==> config.mk <==
export PLATFORM = sky130hd
export DESIGN_NAME = i2c_sda_hold_and_abort_source
export DESIGN_NICKNAME = d
export VERILOG_FILES = /design/src/core/i2c_hold_abort_pkg.sv /design/src/core/i2c_sda_hold_and_abort_source.sv
export SDC_FILE = /design/constraint.sdc
export NUM_CORES = 1
export LEC_CHECK = 0
export CORE_MARGIN = 2
export CORE_UTILIZATION = 35
export DETAILED_ROUTE_END_ITERATION = 8
export DONT_BUFFER_PORTS = 1
export GPL_ROUTABILITY_DRIVEN = 0
export GPL_TIMING_DRIVEN = 0
export PLACE_DENSITY_LB_ADDON = 0.15
export SLEW_MARGIN = 20
export SYNTH_ARGS = -nofsm -noshare
export SYNTH_HDL_FRONTEND = slang
export SYNTH_SLANG_ARGS = --single-unit
==> constraint.sdc <==
create_clock -name i_sys_clk -period 5.4 [get_ports i_sys_clk]
set_clock_uncertainty 0.15 [all_clocks]
set_input_delay 1.08 -clock i_sys_clk [delete_from_list [all_inputs] [get_ports i_sys_clk]]
set_output_delay 1.08 -clock i_sys_clk [all_outputs]
set_load 0.01 [all_outputs]
==> src/core/i2c_hold_abort_pkg.sv <==
package i2c_hold_abort_pkg;

  localparam int ADDR_W = 8;

  localparam logic [ADDR_W-1:0] ALL_IRQ_CLEAR_OFS = 8'h40;
  localparam logic [ADDR_W-1:0] ABORT_CLEAR_OFS = 8'h54;
  localparam logic [ADDR_W-1:0] SDA_HOLD_TIMING_OFS = 8'h7C;
  localparam logic [ADDR_W-1:0] TRANSMIT_ABORT_CAUSE_OFS = 8'h80;
  localparam logic [ADDR_W-1:0] STUCK_LOW_LIMIT_OFS = 8'hAC;

  localparam logic [31:0] SDA_HOLD_TIMING_RESET = 32'h0000_0002;
  localparam logic [31:0] TRANSMIT_ABORT_CAUSE_RESET = 32'h0000_0000;

  localparam int TX_HOLD_W = 16;
  localparam int RX_HOLD_LSB = 16;
  localparam int RX_HOLD_W = 8;

  localparam logic [TX_HOLD_W-1:0] MASTER_MIN_HOLD = 16'h0001;
  localparam logic [TX_HOLD_W-1:0] SLAVE_MIN_HOLD = 16'h0007;

  localparam int CAUSE_W = 21;
  localparam int FLUSH_LSB = 23;
  localparam int FLUSH_W = 9;

  localparam int B_HIGHSPEED_NO_RESTART = 8;
  localparam int B_STARTBYTE_NO_RESTART = 9;
  localparam int B_TENBIT_READ_NO_RESTART = 10;
  localparam int B_MASTER_OFF_FAULT = 11;
  localparam int B_ARBITRATION_LOST = 12;
  localparam int B_SLAVE_STALE_FLUSH = 13;
  localparam int B_SLAVE_BUS_LOST = 14;
  localparam int B_SLAVE_READ_TX_FAULT = 15;
  localparam int B_SOFTWARE_ABORT = 16;
  localparam int B_DATA_LINE_STUCK = 17;
  localparam int B_DEVID_NAK = 18;
  localparam int B_DEVID_ADDR_NAK = 19;
  localparam int B_DEVID_WRITE_FAULT = 20;

  typedef struct packed {
    logic [ADDR_W-1:0] addr;
    logic [31:0] wdata;
    logic wr;
    logic rd;
  } reg_req_t;

  // Levels taken from the enable, control and target-address registers
  typedef struct packed {
    logic enable;
    logic abort_req;
    logic restart_allow;
    logic command_sel_a;
    logic gencall_or_startbyte_sel;
    logic master_mode;
    logic master_enabled;
    logic receiver;
    logic tx_fifo_has_write;
  } ctrl_cfg_t;

  // One-cycle pulses from the master and slave state machines
  typedef struct packed {
    logic master_start;
    logic devid_start;
    logic devid_addr_nak;
    logic devid_nak;
    logic slave_read_tx;
    logic slave_bus_lost;
    logic slave_read_stale;
    logic master_arb_lost;
    logic tenbit_read;
    logic startbyte_send;
    logic highspeed_send;
    logic flushed_command;
  } machine_event_t;

endpackage

==> src/core/i2c_sda_hold_and_abort_source.sv <==
// The address-and-strobe port was chosen for this implementation.
`timescale 1ns/1ns
// Overview of operation
// (RQ1) Hold register writes land only while the controller is disabled.
// (RQ2) Hold fields count core cycles from SCL fall to the SDA change.
// (RQ3) Transmit hold below the mode minimum (1 master, 7 slave) is raised.
// (RQ4) Software keeps transmit hold at most SCL low length minus 2.
// (RQ5) Receive hold field sits read-write in bits 23:16.
// (RQ6) Transmit hold sits in bits 15:0 and resets to two cycles.
// (RQ7) Reading either clear register clears every cause bit, bit 9 included.
// (RQ8) Bit 9 reasserts one cycle after a clear while its cause remains.
// (RQ9) Bits 31:23 count flushed commands; cleared while disabled.
// (RQ10) Master sets bit 20 on device-id start with write commands queued.
// (RQ11) Master sets bit 19 when the device-id slave address is not acked.
// (RQ12) Master sets bit 18 when the device identifier is not acked.
// (RQ13) Master sets bit 17 when SDA stays low for the stuck limit.
// (RQ14) Master sets bit 16 on a software abort request.
// (RQ15) Bit 15 marks a slave made to transmit in read mode.
// (RQ16) Slave transmitter losing the bus sets bits 14 and 12 together.
// (RQ17) Slave read with stale transmit data sets bit 13 and raises abort.
// (RQ18) Master arbitration loss sets bit 12.
// (RQ19) Master start while master mode is disabled sets bit 11.
// (RQ20) Ten-bit read without restart allowed sets bit 10.
// (RQ21) Start byte without restart allowed sets bit 9.
// (RQ22) High-speed transfer without restart allowed sets bit 8.
module i2c_sda_hold_and_abort_source
  import i2c_hold_abort_pkg::*;
#(
  parameter int unsigned STUCK_LIMIT_DEFAULT = 32'h0010_0000
)
(
  input wire logic i_sys_clk,
  input wire logic i_sys_rst,
  input wire reg_req_t i_reg,
  output logic [31:0] o_rd_data,
  input wire ctrl_cfg_t i_cfg,
  input wire machine_event_t i_evt,
  input wire logic i_sda_drive,
  input wire logic i_sda_bit,
  input wire logic i_scl_in,
  input wire logic i_sda_in,
  output logic o_sda_out,
  output logic o_sda_oe,
  output logic o_transmit_abort_flag,
  output logic [31:0] o_abort_cause
);

  if (STUCK_LIMIT_DEFAULT == 0)
  begin : g_limit_check
    $error("STUCK_LIMIT_DEFAULT must be non-zero");
  end

  typedef struct packed {
    logic [1:0] scl_sync;
    logic [1:0] sda_sync;
    logic scl_prev;
    logic hold_armed;
    logic [TX_HOLD_W-1:0] hold_cnt;
    logic sda_low;
    logic [TX_HOLD_W-1:0] tx_hold;
    logic [RX_HOLD_W-1:0] rx_hold;
    logic [31:0] stuck_limit;
    logic [31:0] stuck_cnt;
    logic [CAUSE_W-1:0] cause;
    logic [FLUSH_W-1:0] flush_cnt;
    logic reassert;
    logic abort_flag;
    logic [31:0] rdata;
  } state_t;

  state_t s_r;
  state_t s_nxt;

  logic scl_fall;
  logic [TX_HOLD_W-1:0] tx_eff;
  logic [TX_HOLD_W-1:0] hold_len;
  logic clear_rd;
  logic sbyte_live;
  logic stuck_hit;
  logic [CAUSE_W-1:0] ev;
  logic [FLUSH_W-1:0] flush_base;
  logic [31:0] cause_word;

  function automatic logic [31:0] read_word(input logic [ADDR_W-1:0] a, input state_t s);
    logic [31:0] w;
    w = '0;
    unique case (a)
      SDA_HOLD_TIMING_OFS:
      begin
        w[TX_HOLD_W-1:0] = s.tx_hold;
        w[RX_HOLD_LSB +: RX_HOLD_W] = s.rx_hold;
      end
      TRANSMIT_ABORT_CAUSE_OFS:
      begin
        w[CAUSE_W-1:0] = s.cause;
        w[FLUSH_LSB +: FLUSH_W] = s.flush_cnt;
      end
      STUCK_LOW_LIMIT_OFS: w = s.stuck_limit;
      default: w = '0;
    endcase
    return w;
  endfunction

  assign scl_fall = s_r.scl_prev & ~s_r.scl_sync[1];
  // Too small a value would violate the bus hold time, so the minimum wins
  assign tx_eff = i_cfg.master_mode ?
                  ((s_r.tx_hold > MASTER_MIN_HOLD) ? s_r.tx_hold : MASTER_MIN_HOLD) :
                  ((s_r.tx_hold > SLAVE_MIN_HOLD) ? s_r.tx_hold : SLAVE_MIN_HOLD); // see RQ3
  assign hold_len = i_cfg.receiver ? {8'h00, s_r.rx_hold} : tx_eff; // see RQ2
  assign clear_rd = i_reg.rd &
                    ((i_reg.addr == ABORT_CLEAR_OFS) || (i_reg.addr == ALL_IRQ_CLEAR_OFS));
  assign sbyte_live = ~i_cfg.restart_allow & i_cfg.command_sel_a &
                      i_cfg.gencall_or_startbyte_sel;
  assign stuck_hit = i_cfg.master_mode & i_cfg.enable & ~s_r.sda_sync[1] &
                     (s_r.stuck_cnt + 32'h0000_0001 == s_r.stuck_limit); // see RQ13

  always_comb
  begin
    ev = '0;
    ev[B_DEVID_WRITE_FAULT] = i_cfg.master_mode & i_evt.devid_start &
                              i_cfg.tx_fifo_has_write; // see RQ10
    ev[B_DEVID_ADDR_NAK] = i_cfg.master_mode & i_evt.devid_addr_nak; // see RQ11
    ev[B_DEVID_NAK] = i_cfg.master_mode & i_evt.devid_nak; // see RQ12
    ev[B_DATA_LINE_STUCK] = stuck_hit; // see RQ13
    ev[B_SOFTWARE_ABORT] = i_cfg.master_mode & i_cfg.abort_req; // see RQ14
    ev[B_SLAVE_READ_TX_FAULT] = ~i_cfg.master_mode & i_evt.slave_read_tx; // see RQ15
    ev[B_SLAVE_BUS_LOST] = i_evt.slave_bus_lost; // see RQ16
    ev[B_SLAVE_STALE_FLUSH] = i_evt.slave_read_stale; // see RQ17
    ev[B_ARBITRATION_LOST] = i_evt.master_arb_lost | i_evt.slave_bus_lost; // see RQ18
    ev[B_MASTER_OFF_FAULT] = i_evt.master_start & ~i_cfg.master_enabled; // see RQ19
    ev[B_TENBIT_READ_NO_RESTART] = i_evt.tenbit_read & ~i_cfg.restart_allow; // see RQ20
    ev[B_STARTBYTE_NO_RESTART] = i_evt.startbyte_send & ~i_cfg.restart_allow; // see RQ21
    ev[B_HIGHSPEED_NO_RESTART] = i_evt.highspeed_send & ~i_cfg.restart_allow; // see RQ22
  end

  always_comb
  begin
    s_nxt = s_r;
    s_nxt.scl_sync = {s_r.scl_sync[0], i_scl_in};
    s_nxt.sda_sync = {s_r.sda_sync[0], i_sda_in};
    s_nxt.scl_prev = s_r.scl_sync[1];

    // Hold counter starts on the synchronised SCL fall
    if (!i_cfg.enable)
    begin
      s_nxt.hold_armed = 1'b0;
      s_nxt.sda_low = 1'b0;
    end
    else if (scl_fall)
    begin
      s_nxt.hold_armed = 1'b1;
      s_nxt.hold_cnt = hold_len; // see RQ2
    end
    else if (s_r.hold_armed)
    begin
      if (s_r.hold_cnt <= 16'h0001)
      begin
        s_nxt.hold_armed = 1'b0;
        s_nxt.sda_low = i_sda_drive & ~i_sda_bit; // see RQ2
      end
      else
      begin
        s_nxt.hold_cnt = s_r.hold_cnt - 16'h0001;
      end
    end

    // Timing is frozen while the controller runs
    if (i_reg.wr && !i_cfg.enable)
    begin
      if (i_reg.addr == SDA_HOLD_TIMING_OFS)
      begin
        s_nxt.tx_hold = i_reg.wdata[TX_HOLD_W-1:0]; // see RQ1, RQ6
        s_nxt.rx_hold = i_reg.wdata[RX_HOLD_LSB +: RX_HOLD_W]; // see RQ1, RQ5
      end
      if (i_reg.addr == STUCK_LOW_LIMIT_OFS)
      begin
        s_nxt.stuck_limit = i_reg.wdata;
      end
    end

    if (i_cfg.master_mode && i_cfg.enable && !s_r.sda_sync[1])
    begin
      if (s_r.stuck_cnt != s_r.stuck_limit)
      begin
        s_nxt.stuck_cnt = s_r.stuck_cnt + 32'h0000_0001; // see RQ13
      end
    end
    else
    begin
      s_nxt.stuck_cnt = '0;
    end

    // A new cause in the clearing cycle survives the clear
    s_nxt.cause = (clear_rd ? '0 : s_r.cause) | ev; // see RQ7
    s_nxt.cause[B_STARTBYTE_NO_RESTART] = s_nxt.cause[B_STARTBYTE_NO_RESTART] |
                                          s_r.reassert; // see RQ8
    s_nxt.reassert = clear_rd & s_r.cause[B_STARTBYTE_NO_RESTART] & sbyte_live; // see RQ8

    flush_base = (clear_rd || !i_cfg.enable) ? '0 : s_r.flush_cnt; // see RQ9
    if (i_evt.flushed_command && i_cfg.enable && (flush_base != '1))
    begin
      s_nxt.flush_cnt = flush_base + 9'h001; // see RQ9
    end
    else
    begin
      s_nxt.flush_cnt = flush_base;
    end

    s_nxt.abort_flag = |ev; // see RQ17
    s_nxt.rdata = i_reg.rd ? read_word(i_reg.addr, s_r) : '0;
  end

  always_ff @(posedge i_sys_clk)
  begin
    if (i_sys_rst)
    begin
      s_r <= '0;
      s_r.scl_sync <= 2'h3;
      s_r.sda_sync <= 2'h3;
      s_r.scl_prev <= 1'b1;
      s_r.tx_hold <= SDA_HOLD_TIMING_RESET[TX_HOLD_W-1:0]; // see RQ6
      s_r.rx_hold <= SDA_HOLD_TIMING_RESET[RX_HOLD_LSB +: RX_HOLD_W];
      s_r.stuck_limit <= 32'(STUCK_LIMIT_DEFAULT);
      s_r.cause <= TRANSMIT_ABORT_CAUSE_RESET[CAUSE_W-1:0];
    end
    else
    begin
      s_r <= s_nxt;
    end
  end

  assign cause_word = {s_r.flush_cnt, 2'h0, s_r.cause};
  assign o_rd_data = s_r.rdata;
  // Open drain: only ever pulls low
  assign o_sda_out = 1'b0;
  assign o_sda_oe = s_r.sda_low;
  assign o_transmit_abort_flag = s_r.abort_flag;
  assign o_abort_cause = cause_word;
endmodule

Yosys cells after proc, flatten, opt, wreduce, memory -nomap -nowiden
Index checks and enable logic that the tools add are counted.
W data, S select, Z words.
Word-level totals
  flip-flop bits (word level): 175
  word-level logic and storage cells: 97
  memories kept: 0
  ROM bits: 0
  latch bits: 0
  bits in writable memories: 0
Operators by class
  reductions and logical operators: 18
  muxes and demuxes: 16
  equal/unequal tests: 9
  div/mod/pow operators: 0
  add/sub/neg operators: 3
  shifts and indexed selects: 0
  multipliers: 0
  magnitude comparators: 3
  bitwise logic cells: 33
Operators by type and width (count)
  $mux W16: 5
  $pmux W21 S3: 1
  $add A32 B1 Y32 const B: 1
  $eq A32 B32 Y1: 1
  $ne A32 B32 Y1: 1
  $eq A8 B7 Y1 const B: 3
  $mux W21: 1
  $or A21 B21 Y21: 1
  $and A1 B1 Y1: 20
  $mux W18: 1
  $mux W9: 2
  $mux W17: 1
  $eq A8 B8 Y1 const B: 2
  $gt A16 B1 Y1 const B: 1
  $gt A16 B3 Y1 const B: 1
  $le A16 B1 Y1 const B: 1
  $pmux W8 S2: 1
  $sub A16 B1 Y16 const B: 1
  $reduce_or A13 Y1: 1
  $not A1 Y1: 10
  $add A9 B1 Y9 const B: 1
  $ne A9 B9 Y1 const B: 1
  $reduce_and A3 Y1: 2
  $reduce_or A2 Y1: 3
  other kinds (10): 19

Depth between registers and ports, before layout
Gate-level depths: netlist of run 1.
  depth in word-level cells: 8
  mapped depth: 15
  mapped depth without buffers: 15

Worst setup path after synthesis of run 1
No wires, ideal clock.
  path kind: in2reg
  start: input port i_reg[35] (netlist name)
  end: register s_r (netlist bit o_abort_cause[29])
  cell stages on the path: 15
  path slack: 1.604 ns
  library setup time: 0.078 ns
  arrival: 3.568 ns
  path buffers: 0
  path through: nor4_1 nand4_1 and2_1 nand2_1 inv_1 ha_1 nand2_1 nor4_1 ha_1 nor2_1 nand2_1 nor3_1 nand3_1 xor2_1 nor3_1
Between the ends
  cells in the longest elaborated chain, start to end: 8
  elaborated cells on any way between the ends: 10
  classes of those cells: 1 x add/sub; 3 x eq/ne; 2 x mux; 1 x bitwise; 3 x reduce/logical
RTL lines
  start, declared: RTL line i2c_sda_hold_and_abort_source.sv:34  | input wire reg_req_t i_reg,
  $eq A8 B7 Y1: RTL line i2c_sda_hold_and_abort_source.sv:111  | ((i_reg.addr == ABORT_CLEAR_OFS) || (i_reg.addr == ALL_IRQ_CLEAR_OFS));
  $logic_or A1 B1 Y1 *: RTL line i2c_sda_hold_and_abort_source.sv:111
  $and A1 B1 Y1 *: RTL line i2c_sda_hold_and_abort_source.sv:110  | assign clear_rd = i_reg.rd &
  $logic_or A1 B1 Y1 *: RTL line i2c_sda_hold_and_abort_source.sv:199  | flush_base = (clear_rd || !i_cfg.enable) ? '0 : s_r.flush_cnt;
  $mux W9 *: RTL line i2c_sda_hold_and_abort_source.sv:199
  branches (longest 2 deep; another with $add A9 B1 Y9)
  $mux W9 *: RTL line i2c_sda_hold_and_abort_source.sv:200  | if (i_evt.flushed_command && i_cfg.enable && (flush_base != '1))
  end signal, assigned: RTL line i2c_sda_hold_and_abort_source.sv:228  | s_r <= s_nxt;
  end, declared: RTL line i2c_sda_hold_and_abort_source.sv:71  | state_t s_r;
Every way passes the cells marked *.
A chain may end at the register's enable or synchronous reset.

Worst setup path in the final report of run 1
Same ends and word-level chain as after synthesis.

==> impl_results.md, run 1 <==
* Min cycle time layout at 3.91 ns
* Cells after synthesis at around 1,100
* Max Cap Violations at 0
* R2R setup slack at 1.90 ns
* Crit path required time at 5.61 ns
* Postcts setup bufs at 0
* Sw Share at 0.242
* Max clock buf depth at 2
* Area contributors post-synth: dfxtp_1 (40%), nand2_1 (7.2%), buf_4 (5.9%), xnor2_1 (5.3%), a21oi_1 (5.0%)
* Root Buffer: clkbuf_16
* HP Class: reg -> reg
* Setup Viol. Count Final at 0
* Final hold viol count at 0
* Pint at 1950 uW
* CTS buffer count at 17
* Critical Path Start Type: primary input
* Full die area at about 25,000 sq um
* Via Count at between 7,000 and 8,000
* I/O pin total at 136
* Standard-cell rows at between 50 and 60
* IR drop worst, VDD at around 0.18 mV
* Chip Height at 159 um
* Hold Crit Depth at 1
* # fillers at 2,472
* Post-synth top flop: dfxtp_1
* #FFs+latches synth at around 170
* First DRT Iteration DRCs at around 730
* Largest area contributor in the netlist: dfxtp_1
* Core Region at 23,600 sq um
* Leakage at 0.00321 uW
* DRT Wirelength at ~28 mm
* Via/cell ratio at 5.30
* Comb pwr share at 0.045
* Slew Viols, Final at 0
* Nets at 1,173
* Relative slew slack at 0.482
* Worst reg2reg path depth at 9
* Synth top area share at 0.396
* Total Neg Setup Slack at 0 ns
* Post-synth ARST share at 0
* Clock Sink Count at 167
* WP data arrival at around 4.1 ns
* NetSw at 622 uW
* Placed cells at 1,399
* Reg2reg end: s_r[65]$_SDFFE_PP0P_
* TritonRoute pass-1 iters at 5
* Global-route wire length before repair at 42.4 mm
* Pwr per Cell Area at 272 nW/um^2
* CTS tree: done
* DRC viols at 0
* Hold Buf Count CTS at 0
* Area of the multi-input gates at 4350 sq um
* Outcome: finished, final reports clean
* Remaining global-route overflow at 0
* Vias in the first global route at 7,167
* CTS-repair resized insts at 0
* Number of I/O port buffers at 0
* Worst Max-Slew Pin Slew at between 0.7 and 0.8 ns
* Syn_area_per_cell at 7.90 sq um
* Final Cycle Share at 0.725
* Worst-path cell chain: nor4_1 > nand4_1 > and2_1 > nand2_1 > inv_1 > ha_1 > nand2_1 > nor4_1 > ha_1 > nor2_1 > nand2_1 > nor3_1 > nand3_1 > xor2_1 > nor3_1
* CP Class: in -> reg
* Clock Power Share at 0.467
* Clk slew on worst S/H paths at 0.07 ns
* Unrepaired setup endpoints after global routing: no
* Syn. warnings at 0
* Detail Route Antenna Nets at 0
* Worst hold start: s_nxt[174]$_SDFF_PP1_
* Area delta synth->final at 12.0%
* CTS H-tree lvls at 4
* Share of cells above drive strength 1 at 0.0998
* Initial core utilization at 0.358
* Reg2reg start: s_r[83]$_SDFFE_PP0P_
* Cell mode on critical path: nand2_1
* Initial antenna violation count at 2
* Worst path slowest cell: nand4_1
* CP max stage delay at 0.46 ns
* Tot GR Track Use at 0.215
* Fmax at 256 MHz
* Routed WL per cell at 19.3 um
* Post-Syn Area at 8450 sq um
* Reg area at 3340 sq um
* Die width at 159 um
* Detailed placer's ending HPWL at 21.1 mm
* Count of different cell masters after synthesis at 61
* Clock latency on the worst-skew pair at 0.44 ns
* Finished Layout Cells at 1,432
* Pin count of the biggest net entering global routing at 17
* Sequential power share at 0.488
* Crit path capture type: register
* Hold endpoint: s_nxt[170]$_SDFF_PP1_
* Worst Path Max Fanout at 9
* Post-synth EDFFs at 0
* Sequential area share after synthesis at 0.396
## cells by family (layout without fill, tap and decap cells)
family          Yosys count  after routing  share of synthesized area
simple gates            465            465                      0.261
mux                      10             10                     0.0120
xor+xnor                 77             77                     0.0798
buf+inv                 144            176                     0.0940
fa+ha+maj                 5              5                    0.00740
other cells               1             12                   0.000444
compound gates          201            201                      0.150
flops                   167            167                      0.396
## registers in the layout (all words and copies together) (netlist names)
register               count
o_rd_data                 32
o_transmit_abort_flag      1
s_nxt                      3
o_sda_oe                   1
o_abort_cause             22
s_r                      108
## worst max-delay path by stage
stage	slack [ns]	endpoint	start	cells after the start
floorplan	1.60	o_abort_cause[29]$_SDFF_PP0_	i_reg[35]	15
global placement	1.03	o_abort_cause[29]$_SDFF_PP0_	i_reg[35]	15
detailed placement	1.02	o_abort_cause[29]$_SDFF_PP0_	i_reg[35]	15
CTS	1.48	o_abort_cause[29]$_SDFF_PP0_	i_reg[35]	15
global route	1.03	o_abort_cause[29]$_SDFF_PP0_	i_reg[35]	15
finish	1.49	o_abort_cause[29]$_SDFF_PP0_	i_reg[35]	15
## routing by layer
metal	share of wire	global-route usage
met2	0.45	0.343
met4	0.014	0.0504
met5	0	0
met3	0.065	0.0531
met1	0.47	0.293
## cells in the mapped netlist (3+ instances only)
library cell	number
dfxtp_1	167
nand2_1	163
nor2_1	111
a21oi_1	85
buf_4	66
clkbuf_1	60
xnor2_1	51
nor3_1	43
a22oi_1	29
nand4_1	26
xor2_1	26
nand3_1	23
o21ai_1	19
nor4_1	15
o21ai_0	15
or3_1	15
a222oi_1	14
nand2b_1	13
inv_1	10
mux2i_1	9
and3_1	8
and2_1	7
nor2b_1	7
a31oi_1	6
nand3b_1	6
a221oi_1	5
buf_2	5
ha_1	5
or2_2	5
a211oi_1	4
o211ai_1	4
and4_1	3
nor3b_1	3
nor4_2	3
o221ai_1	3
or2_1	3
or4_1	3
## metrics by stage
step	hold slack, ns	utilization	area [sq um]	setup WS, ns	power (uW)
6_report	0.259	0.401	9460	1.49	2570
5_1_grt	0.268	0.401	9460	1.03	2660
4_1_cts	0.261	0.401	9460	1.48	2590
3_5_place_dp	0.245	0.376	8890	1.02	1400
3_3_place_gp	0.242	0.376	8890	1.03	1400
2_1_floorplan	0.239	-	8490	1.60	1370
## power by group through the flow
stage	logic (uW)	registers (uW)	clock network (uW)
3_3_place_gp	114	1280	0
4_1_cts	115	1260	1220
2_1_floorplan	88.8	1280	0
6_report	115	1260	1200
5_1_grt	127	1260	1280
3_5_place_dp	115	1280	0
## layout by cell type (no fill, tap or decap), types with 26 or more instances in the layout
cell        n
a21oi_1    85
a22oi_1    29
buf_4      66
clkbuf_1   61
dfxtp_1   167
nand2_1   163
nand4_1    26
nor2_1    111
nor3_1     43
xnor2_1    51
xor2_1     26
## area by class of cell
| class | count | share of cell area |
|---|---|---|
| well taps | 319 | 0.0422 |
| inverters | 11 | 0.00436 |
| plain buffers | 133 | 0.0796 |
| flip-flops and latches | 167 | 0.353 |
| diodes | 1 | 0.000264 |
| clock buffers | 20 | 0.0483 |
| multi-input cells | 769 | 0.460 |
| clock inverters | 12 | 0.0124 |
## critical path, delay by kind of cell
family	cells	cell delay, ns
AND/OR/NAND/NOR	11	2.44
buffers and inverters	1	0.06
XOR/XNOR	1	0.15
adder cells (fa/ha/maj)	2	0.39
(Power assumes the default switching activity.)
==> inputs of run 2 (changes only) <==
clock period = 3.7 ns   (was 5.4 ns; I/O delays follow)
==> impl_results.md, run 2 (synthesized netlist as in run 1, its figures left out) <==
* Clk slew on worst S/H paths at 0.07 ns (about the same)
* Worst Max-Slew Pin Slew at 0.769 ns (-0.000751 ns)
* Most common cell after layout, fill and taps aside: dfxtp_1
* Full die area at 25,400 sq um (unchanged)
* Total Neg Setup Slack at 0 ns (unchanged)
* Fmax at 287 MHz
* Vias in the first global route at 7,167 (unchanged)
* CTS tree: done
* Hold Buf Count CTS at 0 (unchanged)
* Slew Viols, Final at 0 (unchanged)
* Final design utilization at 0.402 (+0.000954)
* Detailed placer's ending HPWL at 21.1 mm (unchanged)
* IR drop worst, VDD at 0.265 mV (+46%)
* Via/cell ratio at 5.29 (-0.18%)
* Clock Sink Count at 167 (unchanged)
* Fin area at 9490 sq um (+0.24%)
* Worst path depth at 9 (-6)
* Via Count at 7,589 (+0.026%)
* I/O pin total at 136 (unchanged)
* CTS buffer count at 17 (unchanged)
* Worst-path cell chain: xnor2_1 > o21ai_1 > nor4_1 > nand4_1 > nor4_2 > clkbuf_1 > buf_2 > mux2i_1 > nor2_1
* Initial core utilization at 0.358 (unchanged)
* Worst Path Max Fanout at 10 (+1)
* Unrepaired setup endpoints after global routing: no
* CP Class: reg -> reg
* Routed WL per cell at 19.2 um (-0.51%)
* Pin count of the biggest net entering global routing at 17 (unchanged)
* Share of cells above drive strength 1 at 0.102 (+0.00242)
* Relative slew slack at 0.483 (+0.000506)
* Final hold viol count at 0 (unchanged)
* Crit path required time at 3.84 ns (-1.77 ns)
* First DRT Iteration DRCs at 747 (+1.9%)
* Crit path capture type: register
* Tot GR Track Use at 0.215 (unchanged)
* Core Region at 23,600 sq um (unchanged)
* Most frequent cells in the layout: dfxtp_1 (167), nand2_1 (163), nor2_1 (111), a21oi_1 (85), buf_4 (69)
* Worst path slowest cell: nor4_2
* Global-route wire length before repair at 42.4 mm (unchanged)
* Area after DPL at 8890 sq um (unchanged)
* Initial antenna violation count at 2 (unchanged)
* Clock latency on the worst-skew pair at 0.44 ns (about the same)
* CTS H-tree lvls at 4 (unchanged)
* Outcome: finished, final reports clean
* Delay-heaviest family, CP: simple AND/OR/NAND/NOR gates
* Min cycle time layout at 3.48 ns
* Reg area at 3340 sq um (unchanged)
* Setup Viol. Count Final at 0 (unchanged)
* Pwr per Cell Area at 396 nW/um^2 (+45%)
* Leakage at 0.00322 uW (+0.39%)
* Remaining global-route overflow at 0 (unchanged)
* DRC viols at 0 (unchanged)
* Hold WS at 0.254 ns (-0.00455 ns)
* Final Cycle Share at 0.941
* Number of I/O port buffers at 0 (unchanged)
* Standard-cell rows at 56 (unchanged)
* Die width at 159 um (unchanged)
* Hold Crit Depth at 1 (unchanged)
* Max clock buf depth at 2 (unchanged)
* Biggest register: s_r
* CP max stage delay at 0.60 ns (+0.14 ns)
* Max reg flops at 108 (unchanged)
* Area of the multi-input gates at 4350 sq um (unchanged)
* HP Class: in -> reg
* Root Buffer: clkbuf_16
* Detail Route Antenna Nets at 0 (unchanged)
* Chip Height at 159 um (unchanged)
* WP data arrival at 3.62 ns (-0.50 ns)
* Worst reg2reg path depth at 9 (unchanged)
* Crit path buf inv count at 2 (+1)
* DRT Wirelength at 27.5 mm (-0.30%)
* TritonRoute pass-1 iters at 6 (+1)
* Area delta synth->final at 12.3%
* # fillers at 2,472 (unchanged)
* Critical Path Start Type: register
* Nets at 1,176 (+0.26%)
* Max Cap Violations at 0 (unchanged)
-- run 2: per-layer routing --
| layer | track usage | wire length [um] | vias to the layer above |
|---|---|---|---|
| met5 | 0 | 0 | - |
| met1 | 0.293 | 12600 | 3603 |
| met3 | 0.0531 | 2050 | 20 |
| li1 | - | - | 3722 |
| met2 | 0.343 | 12500 | 244 |
| met4 | 0.0504 | 329 | 0 |
-- run 2: worst reg2reg max path, delay by kind of cell, from the launching register on --
kind,cells,cell delay [ns]
buffers and inverters,2,0.92
xor gates and xnor gates,1,0.41
DFF,1,0.38
muxes,1,0.23
AOI/OAI and AO/OA,1,0.13
and+or+nand+nor,4,1.11
-- run 2: through the flow --
| step | worst slack, ns | instances | total power (uW) |
|---|---|---|---|
| 2_1_floorplan | 0.244 | 1080 | 2000 |
| 3_3_place_gp | -0.333 | 1399 | 2040 |
| 3_5_place_dp | -0.338 | 1399 | 2040 |
| 4_1_cts | 0.119 | 1431 | 3780 |
| 5_1_grt | 0.0259 | 1435 | 3880 |
| 6_report | 0.220 | 1435 | 3750 |
-- run 2: path summary, 6_finish.rpt --
check,startpoint,endpoint,slack (ns)
worst max-delay path,s_r[71]$_SDFFE_PP0P_,s_r[65]$_SDFFE_PP0P_,0.22
worst min-delay path,i_scl_in,s_nxt[174]$_SDFF_PP1_,0.25
worst max register to register,s_r[71]$_SDFFE_PP0P_,s_r[65]$_SDFFE_PP0P_,0.22
worst min register to register,s_nxt[174]$_SDFF_PP1_,s_nxt[170]$_SDFF_PP1_,0.26
-- run 2: final cells by class --
class | count | share of cell area
Inverter | 11 | 0.00435
Clock inverter | 12 | 0.0124
Antenna cell | 1 | 0.000264
Buffer | 133 | 0.0794
Multi-Input combinational cell | 769 | 0.459
Sequential cell | 167 | 0.352
Timing Repair Buffer | 3 | 0.00237
Tap cell | 319 | 0.0421
Clock buffer | 20 | 0.0481
-- run 2: repair_timing --
item | 4_1_cts | 5_1_grt
buffers inserted | 0 | 3
endpoints found under the setup margin | 0 | 4
endpoints found under the hold margin | 0 | 0
gates resized for setup | 0 | 0
-- run 2: power by group --
group | switching [uW] | internal (uW) | total [uW]
logic | 105 | 63.3 | 168
clock network | 781 | 971 | 1750
registers | 18.6 | 1810 | 1830
total | 904 | 2850 | 3750
==> inputs of run 3 (changes only) <==
PLACE_DENSITY = 0.55   (was unset)
PLACE_DENSITY_LB_ADDON = unset   (was 0.15)
RECOVER_POWER = 100   (was unset)
==> impl_results.md, run 3 (synthesized netlist as in run 1, its figures left out) <==
* Initial core utilization at 0.358 (unchanged)
* Initial antenna violation count at 0 (-2)
* Power Total at 3870 uW (+3.2%)
* Clock Power Share at 0.486 (+0.019)
* CTS buffer count at 17 (unchanged)
* Routed WL per cell at 19.1 um (-0.70%)
* Crit path capture type: register
* Number of I/O port buffers at 0 (unchanged)
* Final Cycle Share at 0.946 (+0.00507)
* CTS-repair resized insts at 0 (unchanged)
* Max reg flops at 108 (unchanged)
* Die width at 159 um (unchanged)
* Detailed placer's ending HPWL at 21.0 mm (-0.18%)
* Via/cell ratio at 5.37 (+1.6%)
* Full die area at 25,400 sq um (unchanged)
* DRT Wirelength at 27.3 mm (-0.70%)
* Final design utilization at 0.395 (-0.00683)
* Clock latency on the worst-skew pair at 0.44 ns (about the same)
* ANT cells at 0 (-1)
* Vias in the first global route at 7,254 (+1.2%)
* CP Class: reg -> reg
* Placed cells at 1,399 (unchanged)
* Worst Path Max Fanout at 7 (-3)
* Cell mode on critical path: nand4_1
* IR drop worst, VDD at 0.261 mV (-1.5%)
* First DRT Iteration DRCs at 609 (-18%)
* Most frequent cells in the layout: dfxtp_1 (167), nand2_1 (163), clkbuf_1 (115), nor2_1 (111), a21oi_1 (85)
* CP max stage delay at 0.83 ns (+0.23 ns)
* NetSw at 926 uW (+2.4%)
* Outcome: finished, final reports clean
* Fmax at 286 MHz (-0.54%)
* Critical Path Start Type: register
* Crit path buf inv count at 0 (-2)
* Clk slew on worst S/H paths at 0.07 ns (about the same)
* DRC viols at 0 (unchanged)
* WP data arrival at 3.71 ns (+0.09 ns)
* Leakage at 0.00303 uW (-6.1%)
* Worst-path cell chain: nand4_1 > nor4_2 > nand4_1 > xnor2_1 > nand4_1 > nor4_1 > nand4_1 > o21ai_1
* Final hold viol count at 0 (unchanged)
* Nets at 1,177 (+0.085%)
* Slew Viols, Final at 0 (unchanged)
* I/O pin total at 136 (unchanged)
* Total Neg Setup Slack at 0 ns (unchanged)
* CTS H-tree lvls at 4 (unchanged)
* Detail Route Antenna Nets at 0 (unchanged)
* Delay-heaviest family, CP: simple AND/OR/NAND/NOR gates
* Standard-cell rows at 56 (unchanged)
* CTS tree: done
* Share of cells above drive strength 1 at 0.0547 (-0.0476)
* Global-route wire length before repair at 42.1 mm (-0.75%)
* Area delta synth->final at 10.4%
* TritonRoute pass-1 iters at 5 (-1)
* Root Buffer: clkbuf_16
* Sequential power share at 0.473 (-0.015)
* Chip Height at 159 um (unchanged)
* Max clock buf depth at 2 (unchanged)
* Max Cap Violations at 0 (unchanged)
* Pwr per Cell Area at 415 nW/um^2 (+5.0%)
* Sw Share at 0.239 (-0.00191)
* HP Class: in -> reg
* Worst path slowest cell: nor4_2
* Setup Viol. Count Final at 0 (unchanged)
* Biggest register: s_r
* Pin count of the biggest net entering global routing at 17 (unchanged)
* Via Count at 7,710 (+1.6%)
* Tot GR Track Use at 0.212 (-0.00276)
* Pint at 2950 uW (+3.5%)
* Most common cell after layout, fill and taps aside: dfxtp_1
* Relative slew slack at 0.448 (-0.0347)
* Comb pwr share at 0.041 (-0.004)
* Worst Max-Slew Pin Slew at 0.821 ns (+0.0516 ns)
* Crit path required time at 3.91 ns (+0.07 ns)
* Remaining global-route overflow at 0 (unchanged)
* Min cycle time layout at 3.50 ns (+0.0188 ns)
* Finished Layout Cells at 1,435 (unchanged)
* Core Region at 23,600 sq um (unchanged)
* Clock Sink Count at 167 (unchanged)
* Unrepaired setup endpoints after global routing: no
run 3: path summary, 6_finish.rpt:
kind                            depth (start not counted)                          endpoint             startpoint  slack [ns]
worst min-delay path                                    1             s_nxt[174]$_SDFF_PP1_               i_scl_in        0.25
worst min register to register                          1             s_nxt[170]$_SDFF_PP1_  s_nxt[174]$_SDFF_PP1_        0.27
worst max-delay path                                    8  o_transmit_abort_flag$_SDFF_PP0_   s_r[71]$_SDFFE_PP0P_        0.20
worst max register to register                          8  o_transmit_abort_flag$_SDFF_PP0_   s_r[71]$_SDFFE_PP0P_        0.20
run 3: final cells by class:
class,count,area [sq um]
repair buffers,4,26.3
clock buffers,17,425
plain buffers,133,551
clock inverters,15,189
inverters,11,41.3
well taps,319,399
multi-input cells,769,4350
flip-flops and latches,167,3340
fillers,2511,14300
run 3: power groups by stage:
stage                     Sequential, uW  Clock, uW  Combinational, uW
after floorplan                     1870          0                130
final                               1830       1880                159
after global placement              1870          0                165
after CTS                           1830       1920                167
after global routing                1830       1990                176
after detailed placement            1870          0                166
run 3: worst reg2reg max path, stage by stage, from the launching register on:
cell and delay, ns:
dfxtp_1 0.50, nand4_1 0.35, nor4_2 0.83, nand4_1 0.31
xnor2_1 0.33, nand4_1 0.17, nor4_1 0.38, nand4_1 0.25
o21ai_1 0.17
run 3: per-stage QoR:
stage / worst slack (ns) / hold slack, ns / area, sq um
final: 0.201 / 0.250 / 9320
after global routing: 0.0268 / 0.240 / 9320
after floorplan: 0.244 / 0.239 / 8490
after global placement: -0.339 / 0.247 / 8890
after detailed placement: -0.349 / 0.260 / 8890
after CTS: 0.109 / 0.241 / 9500
run 3: routing by layer:
metal / GRT usage / wire (um)
met2: 0.342 / 12600
met1: 0.280 / 12100
met4: 0.0566 / 465
met5: 0 / 0
met3: 0.0599 / 2250
run 3: timing repair:
item	in CTS	in global routing
setup endpoints to repair	0	4
buffers inserted	0	4
endpoints found under the hold margin	0	0
hold buffers	0	0
